## config.mk

```make
export PLATFORM = sky130hd
export DESIGN_NAME = dacsp_top
export DESIGN_NICKNAME = d
export VERILOG_FILES = /design/src/design/dacsp_pkg.sv /design/src/design/dacsp_top.sv
export SDC_FILE = /design/constraint.sdc
export NUM_CORES = 1
export LEC_CHECK = 0
export BUFFER_PORTS_ARGS = -buffer_cell sky130_fd_sc_hd__buf_2
export CORE_ASPECT_RATIO = 1.1
export CORE_MARGIN = 2
export CORE_UTILIZATION = 55
export DETAILED_ROUTE_END_ITERATION = 12
export MAX_ROUTING_LAYER = met4
export PLACE_DENSITY = 0.85
export SYNTH_ARGS = -nofsm -noshare
export SYNTH_HDL_FRONTEND = slang
export SYNTH_SLANG_ARGS = --single-unit
```

## constraint.sdc

```tcl
create_clock -name aclk -period 3.44 [get_ports aclk]
set_input_delay 0.344 -clock aclk [delete_from_list [all_inputs] [get_ports aclk]]
set_output_delay 0.344 -clock aclk [all_outputs]
set_load 0.01 [all_outputs]
```

## src/design/dacsp_pkg.sv

```systemverilog
// Shared constants for the converter two-wire slave with power-down
`default_nettype none
package dacsp_pkg;
    // Clock and wake-up timing
    localparam int CLK_MHZ = 40;
    localparam int WAKE_NS = 800;
    localparam int WAKE_CYC = (WAKE_NS * CLK_MHZ + 999) / 1000;
    // Three-level address-select pin encoding
    localparam logic [1:0] PIN_GND = 2'h0;
    localparam logic [1:0] PIN_FLOAT = 2'h1;
    localparam logic [1:0] PIN_SUPPLY = 2'h2;
    // Slave address bases by upper pin level, offsets by lower pin level
    localparam logic [6:0] BASE_HI_FLOAT = 7'h0C;
    localparam logic [6:0] BASE_HI_GND = 7'h08;
    localparam logic [6:0] BASE_HI_SUPPLY = 7'h4C;
    localparam logic [6:0] OFS_LO_FLOAT = 7'h00;
    localparam logic [6:0] OFS_LO_GND = 7'h01;
    localparam logic [6:0] OFS_LO_SUPPLY = 7'h02;
    localparam logic [6:0] BCAST_ADDR = 7'h48;
    localparam logic [4:0] MCODE_PFX = 5'h01;
    // Converter register layout
    localparam int REG_MODE_HI = 13;
    localparam int REG_MODE_LO = 12;
    localparam int REG_CODE_HI = 11;
    localparam int REG_CODE_LO = 2;
    localparam logic [15:0] REG_RST = 16'h0000;
    // Register bus map
    localparam logic [7:0] OFS_CTRL = 8'h00;
    localparam logic [7:0] OFS_STAT = 8'h04;
    localparam logic [7:0] OFS_WORD = 8'h08;
    localparam int CTRL_EN_BIT = 0;
    localparam logic CTRL_EN_RST = 1'b1;
    localparam int STAT_PD_BIT = 0;
    localparam int STAT_VALID_BIT = 1;
    localparam int STAT_HS_BIT = 2;
    localparam int STAT_LOCK_BIT = 3;
    localparam int STAT_ADDR_LO = 4;
    localparam logic [1:0] RESP_OKAY = 2'h0;
    localparam logic [1:0] RESP_SLVERR = 2'h2;
    typedef enum {
        S_IDLE, S_ADDR, S_AACK, S_WR, S_WACK, S_RD, S_RACK, S_IGN
    } dacsp_state_t;
endpackage
`default_nettype wire

```

## src/design/dacsp_top.sv

```systemverilog
// Two-wire slave, converter register and power-down control
//
// The implementer's own choices: the register offsets and the AXI4-Lite register port.
`default_nettype none
// Notes on behaviour
// - Either mode bit set puts the device in power-down; both zero is normal
// - Mode field picks high impedance, 2.5k or 100k termination
// - Register, mode bits included, is kept in power-down and reads back
// - A write leaving power-down replaces the register and output code
// - Output becomes valid only after a fixed wake-up delay
// - Zero is sent by pulling low, one by releasing the line
// - Address byte is acknowledged only when the address matches
// - Every received write data byte is acknowledged
// - Start is data falling while clock high; transactions begin there
// - Stop is data rising while clock high; bus idles afterwards
// - Repeated start takes a fresh address and keeps the speed mode
// - Seven address bits and a direction bit precede the ack slot
// - Write takes upper then lower byte, each acked, then updates
// - Further byte pairs keep updating the register until a stop
// - Read sends upper byte, waits for ack, then sends lower byte
// - Master code 00001XXX is not acknowledged and enters high speed
// - High speed persists over repeated starts and ends at a stop
// - Own address comes from the three-level select pins
// - Broadcast address 1001000 is accepted for writes
// - Select pins are locked after the first own-address match
// - Direction bit one selects a read after an acked address
// - Register clears to zero at power-up, output held at zero
// - Register is two zero bits, two mode bits, ten data bits, two low bits
// - Output updates at the rising clock of the lower byte ack
module dacsp_top
    import dacsp_pkg::*;
#(
    parameter int AXI_AW = 8,
    parameter int WAKE_CYCLES = WAKE_CYC
)(
    // Clock and reset
    input wire logic aclk,
    input wire logic aresetn,
    // Register bus write
    input wire logic [AXI_AW-1:0] awaddr,
    input wire logic awvalid,
    output logic awready,
    input wire logic [31:0] wdata,
    input wire logic [3:0] wstrb,
    input wire logic wvalid,
    output logic wready,
    output logic [1:0] bresp,
    output logic bvalid,
    input wire logic bready,
    // Register bus read
    input wire logic [AXI_AW-1:0] araddr,
    input wire logic arvalid,
    output logic arready,
    output logic [31:0] rdata,
    output logic [1:0] rresp,
    output logic rvalid,
    input wire logic rready,
    // Two-wire bus pins
    input wire logic scl_i,
    input wire logic sda_i,
    output logic sda_o,
    output logic sda_oe_n,
    // Address-select pins, three-level coded
    input wire logic [1:0] addr_select_pin_lo,
    input wire logic [1:0] addr_select_pin_hi,
    // Converter side
    output logic [9:0] dac_code,
    output logic powerdown_sel_hi,
    output logic powerdown_sel_lo,
    output logic powerdown,
    output logic out_valid
);
    localparam int CW = $clog2(WAKE_CYCLES + 1);

    if (WAKE_CYCLES < 1 || AXI_AW < 4)
    begin : g_chk
        $error("dacsp_top: unsupported parameter value");
    end

    logic scl_m_q, scl_q, scl_p_q, sda_m_q, sda_q, sda_p_q;
    logic [1:0] lo_m_q, lo_s_q, hi_m_q, hi_s_q;
    dacsp_state_t st_q;
    logic [2:0] bit_q;
    logic [7:0] sh_q, hi_q, tx_q;
    logic hit_q, rw_q, lo_q, hs_q, drv_q, lock_q, en_q;
    logic [6:0] lock_addr_q, base, ofs, pin_addr, own_addr;
    logic [15:0] reg_q;
    logic [9:0] code_q;
    logic [1:0] mode_q;
    logic valid_q;
    logic [CW-1:0] wake_q;
    logic bvalid_q, rvalid_q;
    logic [1:0] bresp_q, rresp_q;
    logic [31:0] rdata_q;

    // Pins are asynchronous to aclk
    always_ff @(posedge aclk)
    begin
        if (!aresetn)
        begin
            {scl_m_q, scl_q, scl_p_q} <= 3'h7;
            {sda_m_q, sda_q, sda_p_q} <= 3'h7;
            {lo_m_q, lo_s_q, hi_m_q, hi_s_q} <= 8'h55;
        end
        else
        begin
            scl_m_q <= scl_i;
            scl_q <= scl_m_q;
            scl_p_q <= scl_q;
            sda_m_q <= sda_i;
            sda_q <= sda_m_q;
            sda_p_q <= sda_q;
            lo_m_q <= addr_select_pin_lo;
            lo_s_q <= lo_m_q;
            hi_m_q <= addr_select_pin_hi;
            hi_s_q <= hi_m_q;
        end
    end

    wire scl_rise = scl_q & ~scl_p_q;
    wire scl_fall = ~scl_q & scl_p_q;
    wire start_det = scl_q & scl_p_q & sda_p_q & ~sda_q;
    wire stop_det = scl_q & scl_p_q & ~sda_p_q & sda_q;

    always_comb
    begin
        case (hi_s_q)
            PIN_GND: base = BASE_HI_GND;
            PIN_SUPPLY: base = BASE_HI_SUPPLY;
            default: base = BASE_HI_FLOAT;
        endcase
        case (lo_s_q)
            PIN_GND: ofs = OFS_LO_GND;
            PIN_SUPPLY: ofs = OFS_LO_SUPPLY;
            default: ofs = OFS_LO_FLOAT;
        endcase
        pin_addr = base + ofs;
        own_addr = lock_q ? lock_addr_q : pin_addr;
    end

    wire [7:0] rx_byte = {sh_q[6:0], sda_q};
    wire addr_last = scl_rise && st_q == S_ADDR && bit_q == 3'h7;
    wire own_hit = en_q && rx_byte[7:1] == own_addr;
    // Broadcast reads would collide between devices, so only writes pass
    wire bc_hit = en_q && rx_byte[7:1] == BCAST_ADDR && !rx_byte[0];
    wire mcode = rx_byte[7:3] == MCODE_PFX;
    wire commit = scl_rise && st_q == S_WACK && lo_q;
    wire [15:0] new_word = {2'b00, hi_q[5:0], sh_q};

    always_ff @(posedge aclk)
    begin
        if (!aresetn)
        begin
            st_q <= S_IDLE;
            bit_q <= 3'h0;
            sh_q <= 8'h00;
            hit_q <= 1'b0;
            rw_q <= 1'b0;
            lo_q <= 1'b0;
            hs_q <= 1'b0;
        end
        else if (stop_det)
        begin
            st_q <= S_IDLE;
            hs_q <= 1'b0;
        end
        else if (start_det)
        begin
            st_q <= S_ADDR;
            bit_q <= 3'h0;
        end
        else if (scl_rise)
        begin
            case (st_q)
                S_ADDR:
                begin
                    sh_q <= rx_byte;
                    bit_q <= bit_q + 3'h1;
                    if (bit_q == 3'h7)
                    begin
                        st_q <= S_AACK;
                        hit_q <= own_hit | bc_hit;
                        rw_q <= rx_byte[0];
                        if (mcode)
                            hs_q <= 1'b1;
                    end
                end
                S_AACK:
                begin
                    bit_q <= 3'h0;
                    lo_q <= 1'b0;
                    if (!hit_q)
                        st_q <= S_IGN;
                    else if (rw_q)
                        st_q <= S_RD;
                    else
                        st_q <= S_WR;
                end
                S_WR:
                begin
                    sh_q <= rx_byte;
                    bit_q <= bit_q + 3'h1;
                    if (bit_q == 3'h7)
                        st_q <= S_WACK;
                end
                S_WACK:
                begin
                    st_q <= S_WR;
                    lo_q <= ~lo_q;
                    bit_q <= 3'h0;
                end
                S_RD:
                begin
                    bit_q <= bit_q + 3'h1;
                    if (bit_q == 3'h7)
                        st_q <= S_RACK;
                end
                S_RACK:
                begin
                    bit_q <= 3'h0;
                    if (!sda_q && !lo_q)
                    begin
                        st_q <= S_RD;
                        lo_q <= 1'b1;
                    end
                    else
                        st_q <= S_IGN;
                end
                default: st_q <= st_q;
            endcase
        end
    end

    // Upper write byte is held until its partner arrives
    always_ff @(posedge aclk)
    begin
        if (!aresetn)
            hi_q <= 8'h00;
        else if (scl_rise && st_q == S_WACK && !lo_q)
            hi_q <= sh_q;
    end

    always_ff @(posedge aclk)
    begin
        if (!aresetn)
            tx_q <= 8'h00;
        else if (scl_rise && st_q == S_AACK && hit_q && rw_q)
            tx_q <= reg_q[15:8];
        else if (scl_rise && st_q == S_RACK && !sda_q)
            tx_q <= reg_q[7:0];
        else if (scl_rise && st_q == S_RD)
            tx_q <= {tx_q[6:0], 1'b0};
    end

    // Data changes only after clock falls, so no false start or stop
    always_ff @(posedge aclk)
    begin
        if (!aresetn || start_det || stop_det)
            drv_q <= 1'b0;
        else if (scl_fall)
            drv_q <= (st_q == S_AACK && hit_q) || st_q == S_WACK
                || (st_q == S_RD && !tx_q[7]);
    end

    assign sda_o = 1'b0;
    assign sda_oe_n = ~drv_q;

    always_ff @(posedge aclk)
    begin
        if (!aresetn)
        begin
            lock_q <= 1'b0;
            lock_addr_q <= 7'h00;
        end
        else if (addr_last && own_hit && !lock_q)
        begin
            lock_q <= 1'b1;
            lock_addr_q <= pin_addr;
        end
    end

    always_ff @(posedge aclk)
    begin
        if (!aresetn)
        begin
            reg_q <= REG_RST;
            code_q <= 10'h000;
            mode_q <= 2'h0;
        end
        else if (commit)
        begin
            reg_q <= new_word;
            code_q <= new_word[REG_CODE_HI:REG_CODE_LO];
            mode_q <= new_word[REG_MODE_HI:REG_MODE_LO];
        end
    end

    wire pd_exit = commit && mode_q != 2'h0
        && new_word[REG_MODE_HI:REG_MODE_LO] == 2'h0;

    always_ff @(posedge aclk)
    begin
        if (!aresetn)
        begin
            valid_q <= 1'b1;
            wake_q <= '0;
        end
        else if (commit && new_word[REG_MODE_HI:REG_MODE_LO] != 2'h0)
        begin
            valid_q <= 1'b0;
            wake_q <= '0;
        end
        else if (pd_exit)
        begin
            valid_q <= 1'b0;
            wake_q <= CW'(WAKE_CYCLES);
        end
        else if (wake_q != '0)
        begin
            wake_q <= wake_q - CW'(1);
            valid_q <= wake_q == CW'(1);
        end
    end

    assign dac_code = code_q;
    assign powerdown_sel_hi = mode_q[1];
    assign powerdown_sel_lo = mode_q[0];
    assign powerdown = mode_q != 2'h0;
    assign out_valid = valid_q;

    // Register bus slave: write address and data are taken together
    wire wr_go = awvalid && wvalid && !bvalid_q;
    assign awready = wr_go;
    assign wready = wr_go;
    assign arready = !rvalid_q;

    always_ff @(posedge aclk)
    begin
        if (!aresetn)
        begin
            bvalid_q <= 1'b0;
            bresp_q <= RESP_OKAY;
            en_q <= CTRL_EN_RST;
        end
        else if (wr_go)
        begin
            bvalid_q <= 1'b1;
            bresp_q <= awaddr == AXI_AW'(OFS_CTRL) ? RESP_OKAY : RESP_SLVERR;
            if (awaddr == AXI_AW'(OFS_CTRL) && wstrb[0])
                en_q <= wdata[CTRL_EN_BIT];
        end
        else if (bready)
            bvalid_q <= 1'b0;
    end

    always_ff @(posedge aclk)
    begin
        if (!aresetn)
        begin
            rvalid_q <= 1'b0;
            rresp_q <= RESP_OKAY;
            rdata_q <= 32'h0000_0000;
        end
        else if (arvalid && !rvalid_q)
        begin
            rvalid_q <= 1'b1;
            rresp_q <= RESP_OKAY;
            rdata_q <= 32'h0000_0000;
            if (araddr == AXI_AW'(OFS_CTRL))
                rdata_q[CTRL_EN_BIT] <= en_q;
            else if (araddr == AXI_AW'(OFS_STAT))
            begin
                rdata_q[STAT_PD_BIT] <= powerdown;
                rdata_q[STAT_VALID_BIT] <= valid_q;
                rdata_q[STAT_HS_BIT] <= hs_q;
                rdata_q[STAT_LOCK_BIT] <= lock_q;
                rdata_q[STAT_ADDR_LO+6:STAT_ADDR_LO] <= own_addr;
            end
            else if (araddr == AXI_AW'(OFS_WORD))
                rdata_q[15:0] <= reg_q;
            else
                rresp_q <= RESP_SLVERR;
        end
        else if (rready)
            rvalid_q <= 1'b0;
    end

    assign bvalid = bvalid_q;
    assign bresp = bresp_q;
    assign rvalid = rvalid_q;
    assign rresp = rresp_q;
    assign rdata = rdata_q;
endmodule
`default_nettype wire

```

# After elaboration in Yosys (flattened, before gate mapping)
# Index checks and enable logic that the tools add are counted.
[totals]
wordCells = 190
mem_bits_rw = 0
n_memories = 0
mem_bits_ro = 0
in_bits = 65
latch_bits = 0
out_inout_bits = 57
reg_bits = 140
[op_classes]
bitwise = 17
shifts = 0
reduce_logical = 70
multipliers = 0
n_eq_ne = 27
n_lt_le_gt_ge = 0
mux = 38
div = 0
n_addsub = 3
[ops]
columns = ["cell", "n"]
rows = [
  ["$pmux 32 s6", 1],
  ["$eq 32x3->1 const B", 4],
  ["$eq 32x2->1 const B", 3],
  ["$eq 32x4->1 const B", 3],
  ["$mux 32", 3],
  ["$eq 32x1->1 const B", 1],
  ["$logic_and 1x1->1", 26],
  ["$reduce_and 5->1", 5],
  ["$mux 8", 3],
  ["$logic_not 8->1", 2],
  ["$mux 15", 1],
  ["$mux 3", 5],
  ["$mux 14", 1],
  ["$pmux 7 s2", 1],
  ["$mux 6", 2],
  ["$reduce_bool 2->1", 6],
  ["$reduce_bool 3->1", 4],
  ["$reduce_bool 6->1", 2],
  ["$reduce_or 3->1", 4],
  ["$mux 1", 11],
  ["$mux 11", 1],
  ["$mux 2", 5],
  ["$ne 3x3->1 const B", 3],
  ["$not 1->1", 9],
  ["other kinds (26)", 49],
]

# Depth between registers and ports, before layout
[logic_depth]
ltp_word = 8
ltp_mapped = 6
ltp_nobuf = 6

# Least setup slack after synthesis
# Ideal clock, no wire load.
[synth_timing]
kind = "register -> register"
start = "reg lock_addr_q[3]"
end = "reg hit_q"
path_buffers = 0
stages_incl_launch_ff = 6
setup_time_ps = 87
t_arrival_ps = 1632
synth_period_minus_slack_ps = 1718
required_time_ps = 3353
slack_ps = 1722
cell_sequence = "dfxtp_1 and2_1 or3_4 a2111oi_4 nand3_2 a221oi_2"
[synth_between]
elab_chain_cells = 4
[synth_rtl]
columns = ["element", "line_no", "rtl"]
rows = [
  ["from (decl)", "dacsp_top.sv:86", "logic [6:0] lock_addr_q, base, ofs, pin_addr, own_addr;"],
  ["from (signal assigned)", "dacsp_top.sv:278", "lock_addr_q <= pin_addr;"],
  ["$mux 7", "dacsp_top.sv:138", "own_addr = lock_q ? lock_addr_q : pin_addr;"],
  ["$eq 7x7->1", "dacsp_top.sv:143", "wire own_hit = en_q && rx_byte[7:1] == own_addr;"],
  ["$logic_and 1x1->1", "dacsp_top.sv:143", ""],
  ["$or 1x1->1", "dacsp_top.sv:182", "hit_q <= own_hit | bc_hit;"],
  ["to (signal assigned)", "dacsp_top.sv:182", ""],
  ["to (decl)", "dacsp_top.sv:85", "logic hit_q, rw_q, lo_q, hs_q, drv_q, lock_q, en_q;"],
]
# No other way between the ends.
# A chain may end at the register's enable or synchronous reset.

# Worst setup path after layout
[layout_timing]
start = "reg st_q[2]"
end = "reg wake_q[3]"
[layout_between]
elab_chain_cells = 6
word_cells_on_any_way = 7
cone_classes = "1 x eq/ne; 6 x reduce/logical"
[layout_rtl]
columns = ["element", "line_no", "rtl"]
rows = [
  ["from (decl)", "dacsp_top.sv:82", "dacsp_state_t st_q;"],
  ["from (signal assigned)", "dacsp_top.sv:229", "default: st_q <= st_q;"],
  ["$eq 32x4->1 (*)", "dacsp_top.sv:147", "wire commit = scl_rise && st_q == S_WACK && lo_q;"],
  ["$logic_and 1x1->1 (*) (2 in a row)", "dacsp_top.sv:147", ""],
  ["$logic_and 1x1->1", "dacsp_top.sv:298", "wire pd_exit = commit && mode_q != 2'h0"],
  ["$logic_and 1x1->1", "dacsp_top.sv:299", "&& new_word[REG_MODE_HI:REG_MODE_LO] == 2'h0;"],
  ["$reduce_or 3->1 (no line) (*)", "--", ""],
  ["to (signal assigned)", "dacsp_top.sv:316", "wake_q <= CW'(WAKE_CYCLES);"],
  ["to (signal assigned)", "dacsp_top.sv:320", "wake_q <= wake_q - CW'(1);"],
  ["to (decl)", "dacsp_top.sv:91", "logic [CW-1:0] wake_q;"],
]
# Every way passes the cells marked *; elsewhere a longest branch is shown, timed or not.

==> qor.txt <==
Status: finished clean
FMAX: 0.4166 GHz
CTS Buf Count: 9
Post-synth EDFFs: 0
Synth Area in Simple Gates: 24.72%
N_diodes: 0
Compound-gate portion of the synthesized area: 16.12%
RSZ-0062 raised after global routing: false
Cell area after synthesis: 4192 sq um
Via count: 3635
Post-Route WL: 9.260 mm
Post-layout util: 61.97%
Fin. Hold Viols: 0
DRC errors left: 0
Dpl cell area: 4389 sq um
Cells after synthesis: 494
Starting DRT DRC Count: 241
Synth area leader: dfxtp_1
Seq/Total Area, Yosys: 43.94%
Gpl congestion: 0.8705
Synth Flop Type: dfxtp_1
Final ANT Viol Nets: 0
Final setup TNS: 0 ps
CTS Sinks: 92
Area grow syn2layout: 9.881%
Tmin final: 2401 ps
Grt ovf: 0
Final Max Tran Viols: 0
Largest net degree at the start of global routing: 33
VDD IR-drop max: 245.6 uV
Setup Crit Path Kind: flop to flop
Hold buffers post-CTS: 0
Total GRT Usage: 23.42%
Leak: 1.928 nW
Post-detail-place hpwl: 6.514 mm
Post-Synth Adder-Cell Area: 1.493%
Layout cells sized above 1: 17.53%
Clock Tree Buf Depth: 2
Number of global-route vias before repair: 3274
Final period utilization: 69.79%
Setup Buffers After CTS: 0
Via-to-Cell Ratio: 5.779
Htree depth: 3
Initial Util: 56.40%
Core ar.: 7432 sq um
Maxcap violations: 0
Min-Delay Path Class: input pin to flop
DRT Pass-1 Iters: 5
Slew @ Worst Pin: 1028 ps
Die Height: 95.56 um
First-pass GRT wire length: 14.97 mm
Largest family of logic cells by synthesized area: simple AND/OR/NAND/NOR gates
Slew HR: 31.40%
Crit-path max FO: 16
Reg clk slew, reported paths: 90 ps
FF+latch count, synth: 92
Synth unique cells: 60
# fillers: 630
Routed length per instance: 14.72 um
Antenna violations before repair: 0
Setup-failing EPs final: 0
YS warnings: 0
Multiplexer share of the synthesized area: 3.612%
Final Cell Area: 4606 sq um
Clock latency on the worst-skew pair: 370 ps
Nets: 607
CTS tree: yes
Setup Skew: 14.42 ps
Pwr dens: 433.5 nW/um^2
CP Capture Type: flop
Root Buffer: clkbuf_8
I/O pins: 122
Top-area cell type share of the netlist area: 43.94%
CP arrival: 2670 ps
Post-CTS sizing: 0
Synth Area in XOR/XNOR: 1.045%
CP Launch Type: flop
Crit path required time: 3700 ps
Die W: 87.24 um
Die ar.: 8336 sq um
Ranking of synthesized cells by area: dfxtp_1 (44%), nand2_1 (7.2%), buf_4 (5.7%)
Rows: 33
IO Port Bufs: 66
FFs w/ async S/R, synth: 0%
Syn Area/Cell: 8.485 sq um
==> path summary, 6_finish.rpt <==
path,startpoint,to,slack [ps],depth (start not counted)
worst max-delay path,st_q[2],wake_q[3],1040,5
worst min-delay path,rready,rvalid,140,2
worst max register to register,st_q[2],wake_q[3],1040,5
worst min register to register,hi_m_q[0],hi_s_q[0],410,1
==> flip-flops by register name, summed over array words and instances (netlist names), 2 cells and up <==
signal       flops
rdata           14
lock_addr_q      5
dac_code         9
sh_q             8
hi_m_q           2
lo_m_q           2
mode_q           2
st_q             3
hi_s_q           2
wake_q           6
bit_q            3
hi_q             6
reg_q            3
lo_s_q           2
tx_q             8
==> kinds of logic (layout without fill, tap and decap cells) <==
logic type / Yosys count / in the layout
compound gates: 105 / 105
fa+ha+maj: 5 / 5
other cells: 1 / 21
mux: 15 / 15
buf+inv: 67 / 95
xor+xnor: 5 / 5
flops: 92 / 92
simple gates: 204 / 204
==> per-stage QoR <==
step                      setup slack (ps)  power (mW)  hold slack (ps)  instances
after floorplan                       1722       1.201            386.3        514
after global placement                1172       1.218            391.4        613
after detailed placement              1092       1.222            396.1        613
after CTS                             1071       2.001            133.4        629
after global routing                 860.4       2.053            150.1        629
final                                 1039       1.996            136.8        629
==> routing by layer <==
layer | track usage (%) | wire length (um) | vias up
met3 | 3.896 | 541 | 28
met1 | 27.87 | 3804 | 1732
met5 | - | 0 | -
met2 | 38.10 | 4657 | 121
li1 | - | - | 1754
met4 | 12.18 | 257 | 0
==> synth_stat cells, types with 5 or more instances <==
cell,instances
nand3_1,9
buf_4,32
a21oi_1,47
nor2b_1,7
o21ai_0,17
nor4_1,5
nand2b_1,14
a31oi_1,6
nor2_1,37
ha_1,5
a22oi_1,10
a222oi_1,6
inv_1,9
and3_1,6
clkbuf_1,20
and2_1,6
dfxtp_1,92
nor3_1,14
nand2_1,80
mux2i_1,14
==> power by group <==
| part | internal [mW] | total, mW | switching [mW] |
|---|---|---|---|
| combinational | 0.0391 | 0.108 | 0.0688 |
| sequential | 1.08 | 1.09 | 0.0131 |
| clock | 0.414 | 0.798 | 0.384 |
| total | 1.53 | 2.00 | 0.466 |
==> critical path, stage by stage (launching register included) <==
cell	delay (ps)
dfxtp_1	610
nand2b_1	260
or4b_1	820
o21ai_2	350
nand2b_1	190
nor2_1	60
==> area by class of cell <==
class / instances / area, sq um / area share [%]
clock buffers: 11 / 131.4 / 2.852
inverters: 10 / 37.54 / 0.8150
repair buffers: 69 / 352.8 / 7.661
clock inverters: 5 / 85.08 / 1.847
well taps: 87 / 108.9 / 2.363
flip-flops and latches: 92 / 1842 / 39.99
multi-input cells: 355 / 2048 / 44.47
==> layout by cell type, fill, tap and decap left out, drive strengths merged, types with 2 or more instances in the layout <==
cell and count:
bufinv 2, a2111oi 2, a21o 2, dfxtp 92, nand3b 4, nor4 6, clkbuf 11, a21oi 47
conb 21, ha 5, or3 4, nand2 80, o21ai 19, a221oi 2, a31oi 6, and3 6
nor2b 7, buf 69, a222oi 6, or3b 2, clkinv 2, o31ai 3, nand2b 14, a22oi 10
and2 6, xnor2 3, nand4 2, nor3b 3, nand3 10, xor2 2, mux2i 14, nor3 14
inv 10, nand4b 3, a211oi 2, nor2 37
Power figures use the tool's default switching activity.
